===== config.mk =====
export PLATFORM = sky130hd
export DESIGN_NAME = motor_hold_device_flat
export DESIGN_NICKNAME = d
export VERILOG_FILES = /design/src/inc/motor_hold_pkg.sv /design/src/inc/motor_link_if.sv /design/src/core/motor_hold_device.sv /design/src/core/motor_flash_store.sv /design/src/flat_wrapper.sv
export VERILOG_INCLUDE_DIRS = /design/src /design/src/inc
export SDC_FILE = /design/constraint.sdc
export NUM_CORES = 1
export LEC_CHECK = 0
export ABC_AREA = 0
export BUFFER_PORTS_ARGS = -buffer_cell sky130_fd_sc_hd__buf_4
export CORE_UTILIZATION = 56
export DETAILED_ROUTE_END_ITERATION = 16
export PLACE_DENSITY = 0.9
export SLEW_MARGIN = 40
export SYNTH_ARGS = -nofsm -noshare
export SYNTH_HDL_FRONTEND = slang
export SYNTH_SLANG_ARGS = --single-unit
export TNS_END_PERCENT = 10

===== constraint.sdc =====
create_clock -name clk_in -period 8.7 [get_ports clk_in]
set_input_delay 2.175 -clock clk_in [delete_from_list [all_inputs] [get_ports clk_in]]
set_output_delay 2.175 -clock clk_in [all_outputs]
set_load 0.03 [all_outputs]

===== src/inc/motor_hold_defs.svh =====
// Command codes, field layout, timing and host register map of the hold/save logic
`ifndef MOTOR_HOLD_DEFS_SVH
`define MOTOR_HOLD_DEFS_SVH

// ----------------------------------------
// Clock
// ----------------------------------------
`define CLK_PERIOD_NS 20

// ----------------------------------------
// Link command codes
// ----------------------------------------
`define CMD_OVL_WR 8'h08
`define CMD_OVL_RD 8'h48
`define CMD_HOLD_SET 8'h20
`define CMD_HOLD_CLR 8'h21
`define CMD_SAVE 8'h22
`define CMD_NODE_WR 8'h26
// Upper six bits of the per-variable write and read codes, low two bits pick the variable
`define CMD_VAR_WR_TOP 6'h00
`define CMD_VAR_RD_TOP 6'h10

// ----------------------------------------
// Field layout and reset values
// ----------------------------------------
`define OVL_W 12
`define NODE_W 7
`define NODE_RESET 7'h00
`define SAVE_MASK 16'h21ff
`define SLOT_OVL 4'h8
`define SLOT_NODE 4'he
`define SLOT_LAST 4'hf

// ----------------------------------------
// Timing
// ----------------------------------------
`define SAVE_WORD_NS 100
`define SAVE_WORD_CYC ((`SAVE_WORD_NS + `CLK_PERIOD_NS - 1) / `CLK_PERIOD_NS)
`define SAVE_LIMIT 10000

// ----------------------------------------
// Host register map
// ----------------------------------------
`define HOST_TARGET 8'h00
`define HOST_DATA 8'h04
`define HOST_STATUS 8'h08
`define HOST_RESP 8'h0c
`define HOST_ANNOUNCE 8'h10

`endif


===== src/inc/motor_hold_pkg.sv =====
// Types shared by both ends of the hold/save link
package motor_hold_pkg;
`include "motor_hold_defs.svh"

    // Four pot-driven variables: 0 speed, 1 current, 2 regen, 3 accel
    typedef logic [3:0][`OVL_W-1:0] var_bank_t;

    typedef enum logic [1:0] {DEV_RELOAD, DEV_ANNOUNCE, DEV_IDLE, DEV_SAVE} dev_state_t;
    typedef enum logic {H_IDLE, H_SEND} host_state_t;

    // Whole state of the device end
    typedef struct packed {
        dev_state_t st;
        logic [3:0] slot;
        logic [2:0] cnt;
        logic [15:0] save_map;
        logic [`NODE_W-1:0] node;
        logic [`OVL_W-1:0] ovl;
        logic ovl_written;
        logic ovl_hold;
        logic [3:0] hold;
        var_bank_t vars;
        var_bank_t pot_last;
        logic trip;
        logic volt_high;
        logic rsp_valid;
        logic rsp_announce;
        logic [15:0] rsp_data;
        logic restore_valid;
        logic [3:0] restore_slot;
        logic [15:0] restore_data;
    } dev_regs_t;

    // Whole state of the host end
    typedef struct packed {
        host_state_t st;
        logic [`NODE_W-1:0] node;
        logic [7:0] cmd;
        logic [15:0] data;
        logic [15:0] resp;
        logic resp_new;
        logic [`NODE_W-1:0] ann_id;
        logic ann_seen;
        logic refused;
        logic [13:0] saves;
        logic [15:0] rdata;
    } host_regs_t;

    // Non-volatile state of the flash store
    typedef struct packed {
        logic [15:0] saved;
        logic [15:0] rd_data;
    } flash_regs_t;

endpackage : motor_hold_pkg


===== src/inc/motor_link_if.sv =====
// Frame link between host controller and motor controller
`timescale 1ns/10ps
`default_nettype none

interface motor_link_if;
    logic req_valid;
    logic req_ready;
    logic [6:0] req_node;
    logic [7:0] req_cmd;
    logic [15:0] req_data;
    logic rsp_valid;
    logic rsp_announce;
    logic [15:0] rsp_data;

    modport dev_mp (
        input req_valid, req_node, req_cmd, req_data,
        output req_ready, rsp_valid, rsp_announce, rsp_data
    );
    modport host_mp (
        output req_valid, req_node, req_cmd, req_data,
        input req_ready, rsp_valid, rsp_announce, rsp_data
    );
endinterface : motor_link_if

`default_nettype wire


===== src/core/motor_hold_device.sv =====
// Motor controller end: trip level, hold flags, flash save, node address
//
// Our own choices: strobed register access and the register addresses.
`timescale 1ns/10ps
`default_nettype none

module motor_hold_device #(
    parameter int SAVE_WORD_CYCLES = `SAVE_WORD_CYC
) (
    // Clock and reset
    input wire logic clk_in,
    input wire logic rst_in,
    // Link to host
    motor_link_if.dev_mp link,
    // Analog readings
    input wire motor_hold_pkg::var_bank_t pot_in,
    input wire logic [`OVL_W-1:0] supply_in,
    // Internal maximum-voltage writer
    input wire logic int_ovl_wr_in,
    input wire logic [`OVL_W-1:0] int_ovl_data_in,
    // Values of neighbouring blocks to be saved, by slot
    input wire logic [15:0][15:0] ext_value_in,
    // Factory erase of the flash store
    input wire logic flash_blank_in,
    // Variable and flag state
    output motor_hold_pkg::var_bank_t var_out,
    output logic [3:0] hold_out,
    output logic [`OVL_W-1:0] ovl_out,
    output logic [`NODE_W-1:0] node_out,
    // Protection and power stage
    output logic shutdown_out,
    output logic volt_high_out,
    output logic pwm_enable_out,
    // Restored words for neighbouring blocks
    output logic restore_valid_out,
    output logic [3:0] restore_slot_out,
    output logic [15:0] restore_data_out
);
    import motor_hold_pkg::*;

    if (SAVE_WORD_CYCLES < 1 || SAVE_WORD_CYCLES > 8) begin : g_chk
        $error("SAVE_WORD_CYCLES must be 1 to 8");
    end

    localparam logic [2:0] WORD_LAST = 3'(SAVE_WORD_CYCLES - 1);
    localparam dev_regs_t DEV_RST = '{st: DEV_RELOAD, node: `NODE_RESET, default: '0};

    dev_regs_t q; // Registered state
    dev_regs_t d; // Next state
    logic take; // Frame for this node accepted
    logic trip_now; // Supply above armed level
    logic flash_wr; // Save one word this cycle
    logic [15:0] flash_rd_data; // Stored word of current slot
    logic flash_rd_saved; // Slot holds a saved word

    // ----------------------------------------
    // Helpers
    // ----------------------------------------
    // Lock command lists the variables in reverse order
    function automatic logic [3:0] rev4(input logic [3:0] v);
        return {v[0], v[1], v[2], v[3]};
    endfunction : rev4

    // Word written to flash for a slot
    function automatic logic [15:0] slot_value(input dev_regs_t r, input logic [3:0] s,
                                               input logic [15:0][15:0] ext);
        if (s < 4'h4) begin
            return {4'h0, r.vars[s[1:0]]};
        end else if (s == `SLOT_OVL) begin
            return {4'h0, r.ovl};
        end else if (s == `SLOT_NODE) begin
            return {9'h000, r.node};
        end
        return ext[s];
    endfunction : slot_value

    // ----------------------------------------
    // Flash store
    // ----------------------------------------
    motor_flash_store u_flash (
        .clk_in(clk_in),
        .blank_in(flash_blank_in),
        .wr_in(flash_wr),
        .wr_slot_in(q.slot),
        .wr_data_in(slot_value(q, q.slot, ext_value_in)),
        .rd_slot_in(q.slot),
        .rd_data_out(flash_rd_data),
        .rd_saved_out(flash_rd_saved)
    );

    // ----------------------------------------
    // Link handshake
    // ----------------------------------------
    // frames refused while saving
    assign link.req_ready = (q.st == DEV_IDLE);
    assign take = link.req_valid && link.req_ready && (link.req_node == q.node);
    // one word written per marked slot
    assign flash_wr = (q.st == DEV_SAVE) && q.save_map[q.slot] && (q.cnt == WORD_LAST);
    // armed only when written and held
    assign trip_now = q.ovl_written && q.ovl_hold && (supply_in > q.ovl);

    // ----------------------------------------
    // Next state
    // ----------------------------------------
    always_comb begin
        d = q;
        d.rsp_valid = 1'b0;
        d.rsp_announce = 1'b0;
        d.restore_valid = 1'b0;
        d.trip = trip_now;
        if (trip_now) begin
            d.volt_high = 1'b1;
        end
        unique case (q.st)
            // Walk all slots, two cycles each for the read latency
            DEV_RELOAD: begin
                d.cnt[0] = ~q.cnt[0];
                if (q.cnt[0]) begin
                    if (flash_rd_saved) begin
                        d.restore_valid = 1'b1;
                        d.restore_slot = q.slot;
                        d.restore_data = flash_rd_data;
                        if (q.slot < 4'h4) begin
                            d.vars[q.slot[1:0]] = flash_rd_data[`OVL_W-1:0];
                            d.hold[q.slot[1:0]] = 1'b1;
                        end
                        if (q.slot == `SLOT_OVL) begin
                            d.ovl = flash_rd_data[`OVL_W-1:0];
                            d.ovl_written = 1'b1;
                            d.ovl_hold = 1'b1;
                        end
                        if (q.slot == `SLOT_NODE) begin
                            d.node = flash_rd_data[`NODE_W-1:0];
                        end
                    end
                    d.slot = q.slot + 4'h1;
                    if (q.slot == `SLOT_LAST) begin
                        d.st = DEV_ANNOUNCE;
                    end
                end
            end
            DEV_ANNOUNCE: begin
                d.rsp_valid = 1'b1;
                d.rsp_announce = 1'b1;
                d.rsp_data = {9'h000, q.node};
                d.cnt = '0;
                d.st = DEV_IDLE;
            end
            DEV_IDLE: begin
                // a moved pot overwrites the variable unless its hold flag is set
                for (int i = 0; i < 4; i++) begin
                    if (pot_in[i] != q.pot_last[i]) begin
                        d.pot_last[i] = pot_in[i];
                        if (!q.hold[i]) begin
                            d.vars[i] = pot_in[i];
                        end
                    end
                end
                if (int_ovl_wr_in) begin
                    d.ovl = int_ovl_data_in;
                end
                if (take) begin
                    if (link.req_cmd[7:2] == `CMD_VAR_WR_TOP) begin
                        d.vars[link.req_cmd[1:0]] = link.req_data[`OVL_W-1:0];
                    end else if (link.req_cmd[7:2] == `CMD_VAR_RD_TOP) begin
                        d.rsp_valid = 1'b1;
                        d.rsp_data = {4'h0, q.vars[link.req_cmd[1:0]]};
                    end else begin
                        unique case (link.req_cmd)
                            `CMD_OVL_WR: begin
                                d.ovl = link.req_data[`OVL_W-1:0];
                                d.ovl_written = 1'b1;
                            end
                            // trip level read, upper bits zero
                            `CMD_OVL_RD: begin
                                d.rsp_valid = 1'b1;
                                d.rsp_data = {4'h0, q.ovl};
                            end
                            `CMD_HOLD_SET: begin
                                d.hold = q.hold | rev4(link.req_data[3:0]);
                            end
                            `CMD_HOLD_CLR: begin
                                d.hold = q.hold & ~link.req_data[3:0];
                            end
                            `CMD_SAVE: begin
                                d.save_map = link.req_data & `SAVE_MASK;
                                d.slot = '0;
                                d.cnt = '0;
                                if ((link.req_data & `SAVE_MASK) != 16'h0000) begin
                                    d.st = DEV_SAVE;
                                end
                            end
                            // node write, then its flash save
                            `CMD_NODE_WR: begin
                                d.node = link.req_data[`NODE_W-1:0];
                                d.save_map = '0;
                                d.save_map[`SLOT_NODE] = 1'b1;
                                d.slot = '0;
                                d.cnt = '0;
                                d.st = DEV_SAVE;
                            end
                            default: begin
                            end
                        endcase
                    end
                end
            end
            // Step through slots, program marked ones
            DEV_SAVE: begin
                if (!q.save_map[q.slot] || q.cnt == WORD_LAST) begin
                    d.cnt = '0;
                    d.slot = q.slot + 4'h1;
                    if (q.save_map[q.slot] && q.slot < 4'h4) begin
                        d.hold[q.slot[1:0]] = 1'b1;
                    end
                    if (q.save_map[q.slot] && q.slot == `SLOT_OVL) begin
                        d.ovl_hold = 1'b1;
                    end
                    if (q.slot == `SLOT_LAST) begin
                        d.st = DEV_IDLE;
                    end
                end else begin
                    d.cnt = q.cnt + 3'h1;
                end
            end
        endcase
    end

    // State register
    always_ff @(posedge clk_in or posedge rst_in) begin
        if (rst_in) begin
            q <= DEV_RST;
        end else begin
            q <= d;
        end
    end

    // ----------------------------------------
    // Outputs
    // ----------------------------------------
    assign link.rsp_valid = q.rsp_valid;
    assign link.rsp_announce = q.rsp_announce;
    assign link.rsp_data = q.rsp_data;
    assign var_out = q.vars;
    assign hold_out = q.hold;
    assign ovl_out = q.ovl;
    assign node_out = q.node;
    assign shutdown_out = q.trip;
    assign volt_high_out = q.volt_high;
    // PWM stops during save and restart
    assign pwm_enable_out = (q.st == DEV_IDLE) && !q.trip;
    assign restore_valid_out = q.restore_valid;
    assign restore_slot_out = q.restore_slot;
    assign restore_data_out = q.restore_data;
endmodule : motor_hold_device

`default_nettype wire


===== src/core/motor_flash_store.sv =====
// Sixteen-word non-volatile store with a saved bit per slot
`timescale 1ns/10ps
`default_nettype none

module motor_flash_store (
    // Clock and factory erase
    input wire logic clk_in,
    input wire logic blank_in,
    // Write port
    input wire logic wr_in,
    input wire logic [3:0] wr_slot_in,
    input wire logic [15:0] wr_data_in,
    // Read port, data one cycle later
    input wire logic [3:0] rd_slot_in,
    output logic [15:0] rd_data_out,
    output logic rd_saved_out
);
    import motor_hold_pkg::*;

    // Word array; keeps its content through restart
    logic [15:0] mem [16];
    flash_regs_t q;
    flash_regs_t d;

    // ----------------------------------------
    // Next state
    // ----------------------------------------
    always_comb begin
        d = q;
        d.rd_data = mem[rd_slot_in];
        // Erase wins over a write in the same cycle
        if (wr_in) begin
            d.saved[wr_slot_in] = 1'b1;
        end
        if (blank_in) begin
            d.saved = '0;
        end
    end

    // No reset: contents must survive a restart
    always_ff @(posedge clk_in) begin
        q <= d;
        if (wr_in) begin
            mem[wr_slot_in] <= wr_data_in;
        end
    end

    assign rd_data_out = q.rd_data;
    assign rd_saved_out = q.saved[rd_slot_in];
endmodule : motor_flash_store

`default_nettype wire


===== src/flat_wrapper.sv =====
// flat-port wrapper written by rule: the top's interface ports become plain ports
module motor_hold_device_flat import motor_hold_pkg::*;
#(
    parameter int SAVE_WORD_CYCLES = `SAVE_WORD_CYC
)
  (clk_in, rst_in, pot_in, supply_in, int_ovl_wr_in, int_ovl_data_in, ext_value_in, flash_blank_in, var_out, hold_out, ovl_out, node_out, shutdown_out, volt_high_out, pwm_enable_out, restore_valid_out, restore_slot_out, restore_data_out, link_req_valid, link_req_node, link_req_cmd, link_req_data, link_req_ready, link_rsp_valid, link_rsp_announce, link_rsp_data);
  motor_link_if link_i ();
  input wire logic clk_in;
  input wire logic rst_in;
  input wire motor_hold_pkg::var_bank_t pot_in;
  input wire logic [`OVL_W-1:0] supply_in;
  input wire logic int_ovl_wr_in;
  input wire logic [`OVL_W-1:0] int_ovl_data_in;
  input wire logic [15:0][15:0] ext_value_in;
  input wire logic flash_blank_in;
  output motor_hold_pkg::var_bank_t var_out;
  output logic [3:0] hold_out;
  output logic [`OVL_W-1:0] ovl_out;
  output logic [`NODE_W-1:0] node_out;
  output logic shutdown_out;
  output logic volt_high_out;
  output logic pwm_enable_out;
  output logic restore_valid_out;
  output logic [3:0] restore_slot_out;
  output logic [15:0] restore_data_out;
  input wire logic [$bits(link_i.req_valid)-1:0] link_req_valid;
  input wire logic [$bits(link_i.req_node)-1:0] link_req_node;
  input wire logic [$bits(link_i.req_cmd)-1:0] link_req_cmd;
  input wire logic [$bits(link_i.req_data)-1:0] link_req_data;
  output wire logic [$bits(link_i.req_ready)-1:0] link_req_ready;
  output wire logic [$bits(link_i.rsp_valid)-1:0] link_rsp_valid;
  output wire logic [$bits(link_i.rsp_announce)-1:0] link_rsp_announce;
  output wire logic [$bits(link_i.rsp_data)-1:0] link_rsp_data;
  assign link_i.req_valid = link_req_valid;
  assign link_i.req_node = link_req_node;
  assign link_i.req_cmd = link_req_cmd;
  assign link_i.req_data = link_req_data;
  assign link_req_ready = link_i.req_ready;
  assign link_rsp_valid = link_i.rsp_valid;
  assign link_rsp_announce = link_i.rsp_announce;
  assign link_rsp_data = link_i.rsp_data;
  motor_hold_device #(.SAVE_WORD_CYCLES(SAVE_WORD_CYCLES)) u_core (.clk_in(clk_in), .rst_in(rst_in), .link(link_i), .pot_in(pot_in), .supply_in(supply_in), .int_ovl_wr_in(int_ovl_wr_in), .int_ovl_data_in(int_ovl_data_in), .ext_value_in(ext_value_in), .flash_blank_in(flash_blank_in), .var_out(var_out), .hold_out(hold_out), .ovl_out(ovl_out), .node_out(node_out), .shutdown_out(shutdown_out), .volt_high_out(volt_high_out), .pwm_enable_out(pwm_enable_out), .restore_valid_out(restore_valid_out), .restore_slot_out(restore_slot_out), .restore_data_out(restore_data_out));
endmodule

Word-level counts from Yosys, hierarchy flattened
Memories as Yosys holds them, arrays and structs flattened. A register that Yosys moved wholly into a read port is not among the register bits.
Cells that the tools add are included.

cells by class
  add/subtract/negate cells = 2
  order comparisons = 8
  eq/ne operators = 38
  multiplexer cells = 89
  bitwise gates (word level) = 8
  reduce and logical (&&, ||, !) cells = 41

operator list
  kind                  count
  $mux W12              17
  $mux W73              2
  $mux W16              9
  $mux W45              3
  $mux W52              2
  $bwmux W48            2
  $pmux W48 S2          1
  $bmux W16 S4          1
  $mux W21              3
  $pmux W25 S2          1
  $bmux W12 S2          2
  $demux W12 S2         2
  $mux W48              1
  $ne A12 B12 Y1        4
  $pmux W20 S2          1
  $eq A8 B6 Y1 const B  4
  $pmux W16 S2          1
  $pmux W4 S3           2
  $ne A2 B2 Y1 const B  9
  $or A16 B16 Y16       1
  $reduce_and A4 Y1     4
  $reduce_and A8 Y1     2
  $reduce_bool A16 Y1   1
  $mux W1               15
  52 further kinds      96

storage, ports and cells
  bits in registers = 203
  memory bits (writable) = 256
  logic and storage cells = 214
  memories kept = 1

memory list
  memory              words  width  rd ports  clocked after memory_dff  write ports  RTL line                 text
  u_core.u_flash.mem  16     16     1         1                         1            motor_flash_store.sv:21  logic [15:0] mem [16];

Depth between registers and ports, before layout
  word-level depth = 9
  mapped depth = 11
  depth with buffers taken out = 8

Hierarchy
Synthesis repeated with hierarchy kept, for this count alone.

second synthesis, totals
  cell total of the unflattened synthesis = 1928
  area total of the unflattened synthesis = 24385.9 sq um

modules (own cells, without submodules)
  module             instances  cells an instance  area an instance (sq um)  sequential area each (sq um)
  motor_hold_device  1          1412               13576.8                   4454.3
  motor_flash_store  1          516                10809.1                   8328.0

Worst setup path before layout
No wires, ideal clock.

  path kind = reg-to-output
  start = register u_core.q[185] (netlist name)
  end = output port pwm_enable_out
  data arrival time = 2251 ps
  data required time = 6525 ps
  setup slack = 4274 ps
  cell stages (with the launch flop) = 9
  path buffers = 4
  cells stage by stage = dfrtp_1 > inv_1 > ha_1 > clkbuf_1 > inv_1 > clkbuf_1 > buf_1 > clkbuf_1 > nor2_1

on the way
  word-level cells in the longest chain between the ends = 2

ends and longest elaborated chain
  what                      RTL line                  text
  start: declaration        motor_hold_device.sv:48   dev_regs_t q;
  start signal: assignment  motor_hold_device.sv:232  q <= DEV_RST;
  start signal: assignment  motor_hold_device.sv:234  q <= d;
  $eq A2 B2 Y1              --
  via link_req_ready        flat_wrapper.sv:30        output wire logic [$bits(link_i.req_ready)-1:0] link_req_ready;
  $logic_and A1 B1 Y1       motor_hold_device.sv:251  assign pwm_enable_out = (q.st == DEV_IDLE) && !q.trip;
  end: declaration          flat_wrapper.sv:22        output logic pwm_enable_out;

The timed path passes the listed nets, and every way through them passes these cells.

Worst setup path after layout
  start = register u_core.q[185] (netlist name)
  end = output port pwm_enable_out

on the way
  word-level cells in the longest chain between the ends = 2

ends and longest elaborated chain
  what                 RTL line
  $eq A2 B2 Y1         motor_hold_device.sv:251
  $logic_and A1 B1 Y1  motor_hold_device.sv:251

Every way passes these cells.

==> results.sh <==
export IMPL_reg2reg_depth=11
export IMPL_detail_route_iter0_violations=2549
export IMPL_die_width_microns=210
export IMPL_n_fill_cell=2840
export IMPL_routedWlPerCell_microns=29.2
export IMPL_yosys_warnings=0
export IMPL_antenna_found_initial=1
export IMPL_h_tree_depth=2
export IMPL_grt_pass1_wl_microns=115000
export IMPL_rsz0062_at_grt="false"
export IMPL_cts_path_max_buffers=3
export IMPL_synth_compound_area_share_pct=11.4
export IMPL_clk_pin_slew_ns=0.06
export IMPL_detail_route_first_pass_iterations=7
export IMPL_globalplace_congestion=0.977
export IMPL_reg2reg_slack_ns=4.44
export IMPL_hold_violations=0
export IMPL_cp_end_kind="primary output"
export IMPL_yosysTopAreaCell="edfxtp_1"
export IMPL_ys_seq_area_share_pct=52.8
export IMPL_antennaDiodeCount=0
export IMPL_min_path_cells=1
export IMPL_die_area_sq_um=44100
export IMPL_skew_ns=0.0224
export IMPL_grt_pass1_vias=18400
export IMPL_ys_ff_latch=466
export IMPL_whs_ns=0.463
export IMPL_core_area_sq_um=42300
export IMPL_min_period_ns=5.07
export IMPL_vias=18300
export IMPL_yosys_area_share_simple_pct=6.40
export IMPL_hold_path_end="u_core.restore_data_out[15]$_DFFE_PP0P_"
export IMPL_status="completed"
export IMPL_cellPowerDensity_nw_per_um2=350
export IMPL_cts_resized=0
export IMPL_synth_xor_area_share_pct=1.99
export IMPL_hp_start="u_core.u_flash.rd_data_out[15]$_DFF_P_"
export IMPL_synth_cell_types=66
export IMPL_fin_crit_sh_pct=58.2
export IMPL_met2_usage_pct=58.2
export IMPL_clock_fmax_mhz=197
export IMPL_max_slew_worst_pin_slew_ns=0.839
export IMPL_p_leak_nw=11.2
export IMPL_top_usage_layer="met2"
export IMPL_cp_required_ns=6.53
export IMPL_synth_common_cells="edfxtp_1, dfrtp_1, mux4_2, nand2_1, buf_4"
export IMPL_met3_usage_pct=8.24
export IMPL_timing_rr_start="u_core.q[185]$_DFFE_PP0P_"
export IMPL_nNetsFinal=2478
export IMPL_slew_limit_headroom_pct=43.9
export IMPL_grt_usage_pct=35.7
export IMPL_synth_top_family_by_area="multiplexers"
export IMPL_numPortBuffers=406
export IMPL_postCtsSetupBuffers=0
export IMPL_grt_use_met1_pct=43.8
export IMPL_peakVddDrop_uv=200
export IMPL_r2r_end="u_core.node_out[5]$_DFFE_PP0P_"
export IMPL_cts_tree="yes"
export IMPL_boundaryPins=478
export IMPL_finalMaxSlewViolations=0
export IMPL_dp_hpwl_microns=53100
export IMPL_start_kind="flop"
export IMPL_cts_root_buf="clkbuf_16"
export IMPL_insertion_delay_ns=0.60
export IMPL_vias_per_cell=6.75
export IMPL_postRouteAntennaNets=0
export IMPL_async_reset_ff_share_pct=38.2
export IMPL_slowest_delay_ns=0.68
export IMPL_numCtsBuffers=47
export IMPL_synth_area_mux_share_pct=20.2
export IMPL_synth_edf_count=256
export IMPL_min_path_type="reg2reg"
export IMPL_start_util_pct=57.2
export IMPL_route_detailed_drc=0
export IMPL_setup_viol=0
export IMPL_yosysMostFrequentCell="edfxtp_1"
export IMPL_syn_avg_cell_area_sq_um=13.2
export IMPL_setup_tns_ns=0
export IMPL_crit_chain="inv_1 -> ha_4 -> buf_4 -> inv_1 -> nor2_1 -> buf_4"
export IMPL_synth_top_area_share_pct=31.7
export IMPL_cts_sinks=466
export IMPL_synth_area_top_cells="edfxtp_1, dfrtp_1, mux4_2"
export IMPL_power_w=0.0101
export IMPL_wirelength_microns=78900
export IMPL_rows=75
export IMPL_slowest_stage="buf_4"
export IMPL_drive_above_1_share_pct=38.7
export IMPL_synth_area_sq_um=24200
export IMPL_ys_flop_type="edfxtp_1"
export IMPL_ctsHoldBuffers=0
export IMPL_grt_max_degree=105
export IMPL_drv_cap=0
export IMPL_worstPathMaxFanout=62
export IMPL_grt_overflow=0
export IMPL_synth_fa_ha_area_share_pct=1.14
export IMPL_die_h_microns=210
export IMPL_synth_cells=1840
export IMPL_syn2layout_area_growth_pct=18.6
export IMPL_crit_type="reg2out"
export IMPL_final_util_pct=67.9
export IMPL_worstPathArrival_ns=2.89
## sequential cells by signal (all words and copies together), names as in the netlist, 7 cells and up
signal	count
u_core.link.rsp_data	12
u_core.node_out	7
u_core.ovl_out	12
u_core.q	70
u_core.restore_data_out	16
u_core.u_flash.mem	256
u_core.u_flash.q	16
u_core.u_flash.rd_data_out	16
u_core.var_out	48
## worst max-delay path, delay by kind of cell (launching register included)
kind / cells / cell delay [ns]
buffers and inverters: 4 / 1.18
and+or+nand+nor: 1 / 0.14
DFF: 1 / 0.40
adders and majority gates: 1 / 0.56
## area by class of cell
class | instances | area, sq um | area share (%)
Sequential cell | 466 | 12800 | 44.5
Multi-Input combinational cell | 1093 | 10100 | 35.2
Timing Repair Buffer | 448 | 3410 | 11.9
Clock buffer | 63 | 1260 | 4.37
Tap cell | 577 | 722 | 2.51
Clock inverter | 24 | 284 | 0.989
Inverter | 36 | 143 | 0.496
## power breakdown
part	leakage, nW	internal (W)	switching [W]	total, W
combinational	5.69	0.00186	0.00249	0.00435
sequential	4.79	0.00303	0.000645	0.00368
clock	0.737	0.00115	0.000894	0.00204
total	11.2	0.00604	0.00403	0.0101
## cells in the final DEF (no fill, tap or decap), types with 12 or more instances in the layout
cell,count
nand4_1,12
o21ai_0,87
nor2_2,18
a31oi_1,25
o22ai_1,20
nor4_1,18
xnor2_1,19
mux2_2,96
o31ai_1,17
a21oi_1,62
nand2_1,137
dfxtp_1,32
buf_4,441
dfrtp_1,174
mux4_2,155
inv_1,35
nand3_1,25
ha_1,21
mux2i_1,31
nor2_1,35
a22oi_1,34
a2bb2oi_1,39
a221oi_1,14
a21o_1,16
clkbuf_1,14
o211ai_1,20
clkbuf_16,47
xor2_1,36
edfxtp_1,256
## how the worst max path moves through the flow
stage / start / endpoint / slack [ns]
floorplan: rst_in / u_core.hold_out[0]$_DFFE_PP0P_ / 1.69
detailed placement: link_req_cmd[5] / u_core.var_out[26]$_DFFE_PP0P_ / 3.73
global route: u_core.q[185]$_DFFE_PP0P_ / pwm_enable_out / 3.55
CTS: u_core.q[185]$_DFFE_PP0P_ / pwm_enable_out / 3.70
global placement: link_req_cmd[5] / u_core.var_out[27]$_DFFE_PP0P_ / 3.78
finish: u_core.q[185]$_DFFE_PP0P_ / pwm_enable_out / 3.63
## metal layers
| metal | routed length [microns] | share of wire [%] |
|---|---|---|
| met4 | 5110 | 6.5 |
| met3 | 8880 | 11 |
| met2 | 38100 | 48 |
| met1 | 26900 | 34 |
| met5 | 13 | 0.016 |
## metrics by stage
step / cell area (sq um) / cells / worst slack (ns)
after detailed placement: 27100 / 2615 / 3.73
final: 28700 / 2707 / 3.63
after CTS: 28600 / 2702 / 3.70
after floorplan: 24200 / 1843 / 1.69
after global routing: 28700 / 2707 / 3.55
after global placement: 27000 / 2615 / 3.78
## cells by family after synthesis
family          after synthesis
compound gates              409
xor+xnor                     55
other cells                   1
buf+inv                     284
fa+ha+maj                    22
mux                         282
simple gates                321
flops                       466
(Power assumes the default switching activity.)
